### config.mk
export PLATFORM = sky130hd
export DESIGN_NAME = cpn_regs
export DESIGN_NICKNAME = d
export VERILOG_FILES = /design/src/core/cpn_pkg.sv /design/src/core/cpn_regs.sv
export SDC_FILE = /design/constraint.sdc
export NUM_CORES = 1
export LEC_CHECK = 0
export BUFFER_PORTS_ARGS = -buffer_cell sky130_fd_sc_hd__clkbuf_2
export CORE_AREA = 4 4 166 168
export DETAILED_ROUTE_END_ITERATION = 8
export DIE_AREA = 0 0 170 172
export GPL_TIMING_DRIVEN = 0
export PLACE_DENSITY = 0.73
export SLEW_MARGIN = 20
export SYNTH_ARGS = -nofsm -noshare
export SYNTH_HDL_FRONTEND = slang
export SYNTH_SLANG_ARGS = --single-unit
### constraint.sdc
create_clock -name clk_i -period 34.8 [get_ports clk_i]
set_input_delay 1.74 -clock clk_i [delete_from_list [all_inputs] [get_ports clk_i]]
set_output_delay 1.74 -clock clk_i [all_outputs]
set_load 0.01 [all_outputs]
### src/core/cpn_pkg.sv
// constants and types of the charger protection and thermistor configuration bank
package cpn_pkg;

   // -----------------------------------------------------------------
   // register map
   // -----------------------------------------------------------------
   localparam int         AW          = 8;
   localparam int         DW          = 8;
   localparam logic [7:0] OFS_LIMITS  = 8'h19;
   localparam logic [7:0] OFS_THM_OTG = 8'h1a;
   localparam logic [7:0] OFS_THM_TH  = 8'h1b;
   localparam logic [7:0] OFS_CTRL    = 8'h20;
   localparam logic [7:0] RST_LIMITS  = 8'hc4;
   localparam logic [7:0] RST_THM_OTG = 8'h3d;
   localparam logic [7:0] RST_THM_TH  = 8'h25;
   localparam logic [1:0] RST_WD_PER  = 2'h1;
   localparam logic [7:0] RD_UNMAPPED = 8'h00;

   // -----------------------------------------------------------------
   // control register bit positions
   // -----------------------------------------------------------------
   localparam int CTRL_REG_RST  = 7;
   localparam int CTRL_WD_FLAG  = 3;
   localparam int CTRL_WD_KICK  = 2;
   localparam int CTRL_WD_PER_H = 1;
   localparam int CTRL_WD_PER_L = 0;

   // -----------------------------------------------------------------
   // timing
   // -----------------------------------------------------------------
   localparam longint unsigned CLK_HZ      = 100_000_000;
   localparam longint unsigned WD_BASE_S   = 50;
   localparam longint unsigned WD_BASE_CYC = WD_BASE_S * CLK_HZ;
   localparam int              WD_CW       = 36;

   // -----------------------------------------------------------------
   // field layouts
   // -----------------------------------------------------------------
   typedef struct packed {
      logic [1:0] discharge_peak_limit;
      logic       battery_lockout_threshold;
      logic       boost_start_min_voltage;
      logic       rsvd;
      logic       ext_current_pin_enable;
      logic [1:0] fast_charge_rate;
   } cpn_limits_t;

   typedef struct packed {
      logic       thermistor_bypass;
      logic [1:0] boost_hot_limit;
      logic       boost_cold_limit;
      logic [1:0] warm_zone_current;
      logic [1:0] cool_zone_current;
   } cpn_thm_otg_t;

   typedef enum logic [2:0] {
      CPN_THM_OK,
      CPN_THM_WARM,
      CPN_THM_COOL,
      CPN_THM_COLD,
      CPN_THM_HOT
   } cpn_thm_t;

   typedef struct packed {
      cpn_limits_t  limits;
      cpn_thm_otg_t thm_otg;
      logic [7:0]   thm_th;
   } cpn_cfg_t;

endpackage : cpn_pkg

### src/core/cpn_regs.sv
// configuration bank with watchdog, thermistor bypass and fold-back current
`timescale 1ns/1ps
module cpn_regs
   import cpn_pkg::*;
#(
   parameter int          CHARGE_CURRENT_SETTING_W         = 8,
   parameter int          RATIO_W        = 8,
   parameter bit          VARIANT_B      = 1'b0,
   parameter logic [35:0] WD_BASE_CYCLES = 36'(WD_BASE_CYC)
) (
   // clock and reset
   input  wire logic                      clk_i,
   input  wire logic                      srst_i,
   // register port
   input  wire logic [AW-1:0]             addr_i,
   input  wire logic [DW-1:0]             wdata_i,
   input  wire logic                      wr_i,
   input  wire logic                      rd_i,
   output logic      [DW-1:0]             rdata_o,
   // charger side
   input  wire logic [CHARGE_CURRENT_SETTING_W-1:0]         charge_current_setting_i,
   input  wire logic [RATIO_W-1:0]        foldback_ratio_i,
   input  wire cpn_thm_t                  thermistor_state_i,
   output cpn_cfg_t                       cfg_o,
   output cpn_thm_t                       thermistor_state_o,
   output logic                           thermistor_good_o,
   output logic      [CHARGE_CURRENT_SETTING_W+RATIO_W-1:0] foldback_current_o,
   output logic      [CHARGE_CURRENT_SETTING_W-1:0]         zone_current_o,
   output logic                           wd_expired_o
);

   localparam int PW = CHARGE_CURRENT_SETTING_W + RATIO_W;
   localparam logic EXT_DEF = ~VARIANT_B;

   // -----------------------------------------------------------------
   // state
   // -----------------------------------------------------------------
   typedef struct packed {
      cpn_limits_t       limits;
      cpn_thm_otg_t      thm_otg;
      logic [7:0]        thm_th;
      logic [1:0]        wd_per;
      logic              wd_flag;
      logic [WD_CW-1:0]  wd_cnt;
      logic [DW-1:0]     rdata;
      cpn_thm_t          thm;
      logic              thm_good;
      logic [PW-1:0]     fold;
      logic [CHARGE_CURRENT_SETTING_W-1:0] zone;
      logic              wd_exp;
   } cpn_state_t;

   cpn_state_t st_r;
   cpn_state_t st_nxt;

   // -----------------------------------------------------------------
   // helpers
   // -----------------------------------------------------------------
   function automatic logic [2:0] rate_div(input logic [1:0] code);
      case (code)
         2'h0:    rate_div = 3'h1;
         2'h1:    rate_div = 3'h2;
         2'h2:    rate_div = 3'h4;
         default: rate_div = 3'h6;
      endcase
   endfunction : rate_div

   function automatic logic [CHARGE_CURRENT_SETTING_W-1:0] zone_scale(input logic [1:0]        code,
                                                    input logic [CHARGE_CURRENT_SETTING_W-1:0] charge_current_setting);
      logic [CHARGE_CURRENT_SETTING_W+6:0] p;
      p = '0;
      case (code)
         2'h0:    zone_scale = '0;
         2'h1: begin
            p          = (CHARGE_CURRENT_SETTING_W+7)'(charge_current_setting) * (CHARGE_CURRENT_SETTING_W+7)'(20);
            zone_scale = CHARGE_CURRENT_SETTING_W'(p / (CHARGE_CURRENT_SETTING_W+7)'(100));
         end
         2'h2: begin
            p          = (CHARGE_CURRENT_SETTING_W+7)'(charge_current_setting) * (CHARGE_CURRENT_SETTING_W+7)'(40);
            zone_scale = CHARGE_CURRENT_SETTING_W'(p / (CHARGE_CURRENT_SETTING_W+7)'(100));
         end
         default: zone_scale = charge_current_setting;
      endcase
   endfunction : zone_scale

   function automatic logic [WD_CW-1:0] wd_limit(input logic [1:0] per);
      case (per)
         2'h1:    wd_limit = WD_BASE_CYCLES;
         2'h2:    wd_limit = WD_CW'(WD_BASE_CYCLES << 1);
         default: wd_limit = WD_CW'(WD_BASE_CYCLES << 2);
      endcase
   endfunction : wd_limit

   logic [PW-1:0] fold_prod;
   assign fold_prod = PW'(charge_current_setting_i) * PW'(foldback_ratio_i);

   // -----------------------------------------------------------------
   // next state
   // -----------------------------------------------------------------
   always_comb begin
      logic     wr_lim;
      logic     wr_otg;
      logic     wr_th;
      logic     wr_ctl;
      logic     reg_rst;
      logic     kick;
      logic     expire;
      cpn_thm_t eff;
      wr_lim  = wr_i && (addr_i == OFS_LIMITS);
      wr_otg  = wr_i && (addr_i == OFS_THM_OTG);
      wr_th   = wr_i && (addr_i == OFS_THM_TH);
      wr_ctl  = wr_i && (addr_i == OFS_CTRL);
      reg_rst = wr_ctl && wdata_i[CTRL_REG_RST];
      kick    = wr_ctl && wdata_i[CTRL_WD_KICK];
      expire  = (st_r.wd_per != 2'h0) && (st_r.wd_cnt >= wd_limit(st_r.wd_per) - 36'h1);
      eff     = st_r.thm_otg.thermistor_bypass ? CPN_THM_OK : thermistor_state_i;
      st_nxt  = st_r;

      // register writes
      if (wr_lim) begin
         st_nxt.limits.discharge_peak_limit      = wdata_i[7:6];
         st_nxt.limits.battery_lockout_threshold = wdata_i[5];
         st_nxt.limits.boost_start_min_voltage   = wdata_i[4];
         st_nxt.limits.rsvd                      = 1'b0;
         if (!VARIANT_B) begin
            st_nxt.limits.ext_current_pin_enable = wdata_i[2];
         end
         st_nxt.limits.fast_charge_rate          = wdata_i[1:0];
      end
      if (wr_otg) begin
         st_nxt.thm_otg = cpn_thm_otg_t'(wdata_i);
      end
      if (wr_th) begin
         st_nxt.thm_th = wdata_i;
      end
      if (wr_ctl) begin
         st_nxt.wd_per = wdata_i[CTRL_WD_PER_H:CTRL_WD_PER_L];
         if (wdata_i[CTRL_WD_FLAG]) begin
            st_nxt.wd_flag = 1'b0;
         end
      end

      // watchdog
      st_nxt.wd_exp = 1'b0;
      if (reg_rst || kick || st_r.wd_per == 2'h0) begin
         st_nxt.wd_cnt = '0;
      end else if (expire) begin
         st_nxt.wd_cnt                        = '0;
         st_nxt.wd_exp                        = 1'b1;
         st_nxt.wd_flag                       = 1'b1;
         st_nxt.limits.ext_current_pin_enable = EXT_DEF;
         st_nxt.thm_otg.thermistor_bypass     = 1'b0;
      end else begin
         st_nxt.wd_cnt = st_r.wd_cnt + 36'h1;
      end

      // register reset command, self clearing
      if (reg_rst) begin
         st_nxt.limits                        = cpn_limits_t'(RST_LIMITS);
         st_nxt.limits.ext_current_pin_enable = EXT_DEF;
         st_nxt.thm_otg                       = cpn_thm_otg_t'(RST_THM_OTG);
         st_nxt.thm_th                        = RST_THM_TH;
         st_nxt.wd_per                        = RST_WD_PER;
      end

      // read data, one cycle after the strobe
      st_nxt.rdata = '0;
      if (rd_i) begin
         if (addr_i == OFS_LIMITS) begin
            st_nxt.rdata = st_r.limits & 8'hf7;
         end else if (addr_i == OFS_THM_OTG) begin
            st_nxt.rdata = st_r.thm_otg;
         end else if (addr_i == OFS_THM_TH) begin
            st_nxt.rdata = st_r.thm_th;
         end else if (addr_i == OFS_CTRL) begin
            st_nxt.rdata = {4'h0, st_r.wd_flag, 1'b0, st_r.wd_per};
         end else begin
            st_nxt.rdata = RD_UNMAPPED;
         end
      end

      // thermistor view
      st_nxt.thm      = eff;
      st_nxt.thm_good = (eff == CPN_THM_OK);
      if (eff == CPN_THM_WARM) begin
         st_nxt.zone = zone_scale(st_r.thm_otg.warm_zone_current,
                                  charge_current_setting_i);
      end else if (eff == CPN_THM_COOL) begin
         st_nxt.zone = zone_scale(st_r.thm_otg.cool_zone_current,
                                  charge_current_setting_i);
      end else if (eff == CPN_THM_OK) begin
         st_nxt.zone = charge_current_setting_i;
      end else begin
         st_nxt.zone = '0;
      end

      // fold-back current
      st_nxt.fold = fold_prod / PW'(rate_div(st_r.limits.fast_charge_rate));

      if (srst_i) begin
         st_nxt                               = '0;
         st_nxt.limits                        = cpn_limits_t'(RST_LIMITS);
         st_nxt.limits.ext_current_pin_enable = EXT_DEF;
         st_nxt.thm_otg                       = cpn_thm_otg_t'(RST_THM_OTG);
         st_nxt.thm_th                        = RST_THM_TH;
         st_nxt.wd_per                        = RST_WD_PER;
         st_nxt.thm                           = CPN_THM_OK;
      end
   end

   always_ff @(posedge clk_i) begin
      st_r <= st_nxt;
   end

   // -----------------------------------------------------------------
   // outputs
   // -----------------------------------------------------------------
   assign rdata_o            = st_r.rdata;
   assign cfg_o              = '{limits:  st_r.limits,
                                 thm_otg: st_r.thm_otg,
                                 thm_th:  st_r.thm_th};
   assign thermistor_state_o = st_r.thm;
   assign thermistor_good_o  = st_r.thm_good;
   assign foldback_current_o = st_r.fold;
   assign zone_current_o     = st_r.zone;
   assign wd_expired_o       = st_r.wd_exp;
endmodule : cpn_regs

==> impl_metrics.toml <==
[status]
status = "finished clean"

[sta]
hold_violations = 0
slew_headroom_pct = 30.8
maxSlewViolCount = 0
worst_slew_pin_slew_ps = 1040
fin_crit_sh_pct = 94.8
setup_ws_ps = 1820
clock_skew_ps = 17.7
fin_crit_ps = 32980
max_freq_mhz = 30.3
setup_viol = 0

[synthesis]
ys_top_cells_by_count = "179 x nor2_1, 120 x ha_1, 106 x nand2_1, 99 x dfxtp_1, 97 x inv_1"
syn-cell-area_mm2 = 0.0129
synth_area_per_cell_um2 = 7.82
synth_warnings = 0
synth-seq-area-share_pct = 15.4
synthCells = 1647
syn_nets = 1843
yosysTopAreaCellShare_pct = 15.4
synth_ff_type = "dfxtp_1"
synth-async-reset-ratio_pct = 0
synth.most_common_cell = "nor2_1"
synth-seq-cells = 99
synth_edf_count = 0
synth.area.top_cells = "dfxtp_1 15%, ha_1 12%, fa_1 5.7%"
yosys.area.top_type = "dfxtp_1"
synth.distinct_cells = 103

[floorplan]
rows = 59
die_h_um = 172
die_x_um = 170
dieArea_mm2 = 0.0292
start_util_pct = 49.7
io_pins = 100
coreArea_mm2 = 0.0259

[grt]
grt_pass1_vias = 11700
grt_usage_pct = 22.3
antenna_found_initial = 0
grt.overflow.total = 0
grt_start_max_net_pins = 22
grt_pass1_wl_um = 55500

[routing]
viasPerCell = 5.86
wire_per_inst_um = 15.9
antenna_left = 0
vias = 12400
dr.pass1.iters = 5
drc = 0
totalWireLength_um = 33600
drt_iter0_drc = 892

[critical_path]
required_ps = 35020
worst-path-stages = 149
max_stage_delay_ps = 550
crit_fanout = 20
path_buf_inv = 11
r2r_setup_slack_ps = 5810
arrival_ps = 33200
worstSetupEndpointType = "register"
crit_family = "simple AND/OR/NAND/NOR gates"
cpMostUsedCell = "ha_1"
cp-start-kind = "input port"
critPathKind = "in -> reg"
slowest_stage = "fa_1"
r2r_cells = 135

[cells_and_area]
antenna_cells = 0
nets = 1970
multi_input_area_mm2 = 0.0102
fin_util_pct = 56.1
syn2layout_area_growth_pct = 12.7
layout-drive-gt1-share_pct = 17.6
seq_area_mm2 = 0.00198
fill_cells = 2380
finalNonFillerCells = 2114
final_cell_area_mm2 = 0.0145

[clock_tree]
cts_max_path_buffers = 2
clock-sinks = 99
htreeDepth = 3
clkTransAtPathRegs_ps = 80
cts_tree = "built"
clk_latency_ps = 370
clockRootBuffer = "clkbuf_16"
cts_hold_buffers = 0
cts_made_buffers = 9

[placement]
hpwlAfterDp_um = 26200
pre_cts_ws_ps = -2790
placed_cells = 2079
postPlaceCellArea_mm2 = 0.0138
gp_congestion = 0.915
port-buffer-count = 97

[hold_path]
hold_class = "reg -> reg"
holdPathStages = 1

[job]
cap_violations = 0
[path summary, 6_finish.rpt]
| kind | start | to |
|---|---|---|
| worst min-delay path | st_r[37]$_SDFF_PP0_ | st_r[37]$_SDFF_PP0_ |
| worst max register to register | cfg_o[17]$_SDFFE_PP0P_ | foldback_current_o[0]$_SDFF_PP0_ |
| worst max-delay path | charge_current_setting_i[1] | foldback_current_o[0]$_SDFF_PP0_ |
| worst min register to register | st_r[37]$_SDFF_PP0_ | st_r[37]$_SDFF_PP0_ |
[layer usage]
layer	global-route usage, %	routed length [µm]
met5	0	0
met3	3.27	1950
met1	29.4	15400
met4	6.11	607
met2	38.3	15600
[layout by cell type (no fill, tap or decap), drive strengths merged, types with 7 or more instances in the layout]
cell      n
a31oi    22
o31ai    16
a221oi    7
a21o     26
or2      13
fa       37
o22ai    10
o211ai   18
nor2b    23
nor2    179
nor4     18
a21oi    71
mux2     15
nand3    46
nand4    16
clkbuf  131
o21ai    83
nor3     44
a211oi   30
mux2i    52
inv     100
dfxtp    99
nand2   106
xnor2    50
and3     19
buf      94
or3      18
and2     71
o21bai   10
ha      120
a21boi    7
nand2b   32
nor3b    12
xor2     41
o21a     29
[stage by stage]
step                      TNS (ps)  hold slack [ps]
after floorplan                  0              426
after global placement       -3130              442
after detailed placement     -4490              449
after CTS                        0              467
after global routing          -157              482
final                            0              464
[final cells by class]
| type | instances | share of cell area [%] |
|---|---|---|
| Inverter | 98 | 2.53 |
| Clock buffer | 9 | 1.55 |
| Sequential cell | 99 | 13.6 |
| Buffer | 93 | 4.03 |
| Multi-Input combinational cell | 1350 | 70.0 |
| Tap cell | 335 | 2.88 |
| Timing Repair Buffer | 123 | 4.70 |
| Clock inverter | 7 | 0.629 |
[flip-flops by register name, indices dropped and copies added, names as in the netlist]
name and cells:
rdata_o 8, thermistor_state_o 3, st_r 39, wd_expired_o 1
cfg_o 23, foldback_current_o 16, thermistor_good_o 1, zone_current_o 8
[cell families (layout without fill, tap and decap cells)]
kind of cell    after synthesis  after routing  share of synthesized area (%)
buf+inv                     198            330                           7.55
xor+xnor                     91             91                           6.19
compound gates              408            408                           22.6
simple gates                619            619                           25.0
fa+ha+maj                   163            163                           17.9
flops                        99             99                           15.4
other cells                   2              2                         0.0583
mux                          67             67                           5.41
[what timing repair did]
action                                  CTS  global route
setup buffers                             8            18
pin swaps                                 4             7
gates resized for setup                  21            52
endpoints found under the setup margin    2             2
Power is left out: the tool's default activity adds up to more than one toggle a clock period on the data nets, which glitch-free logic cannot reach.
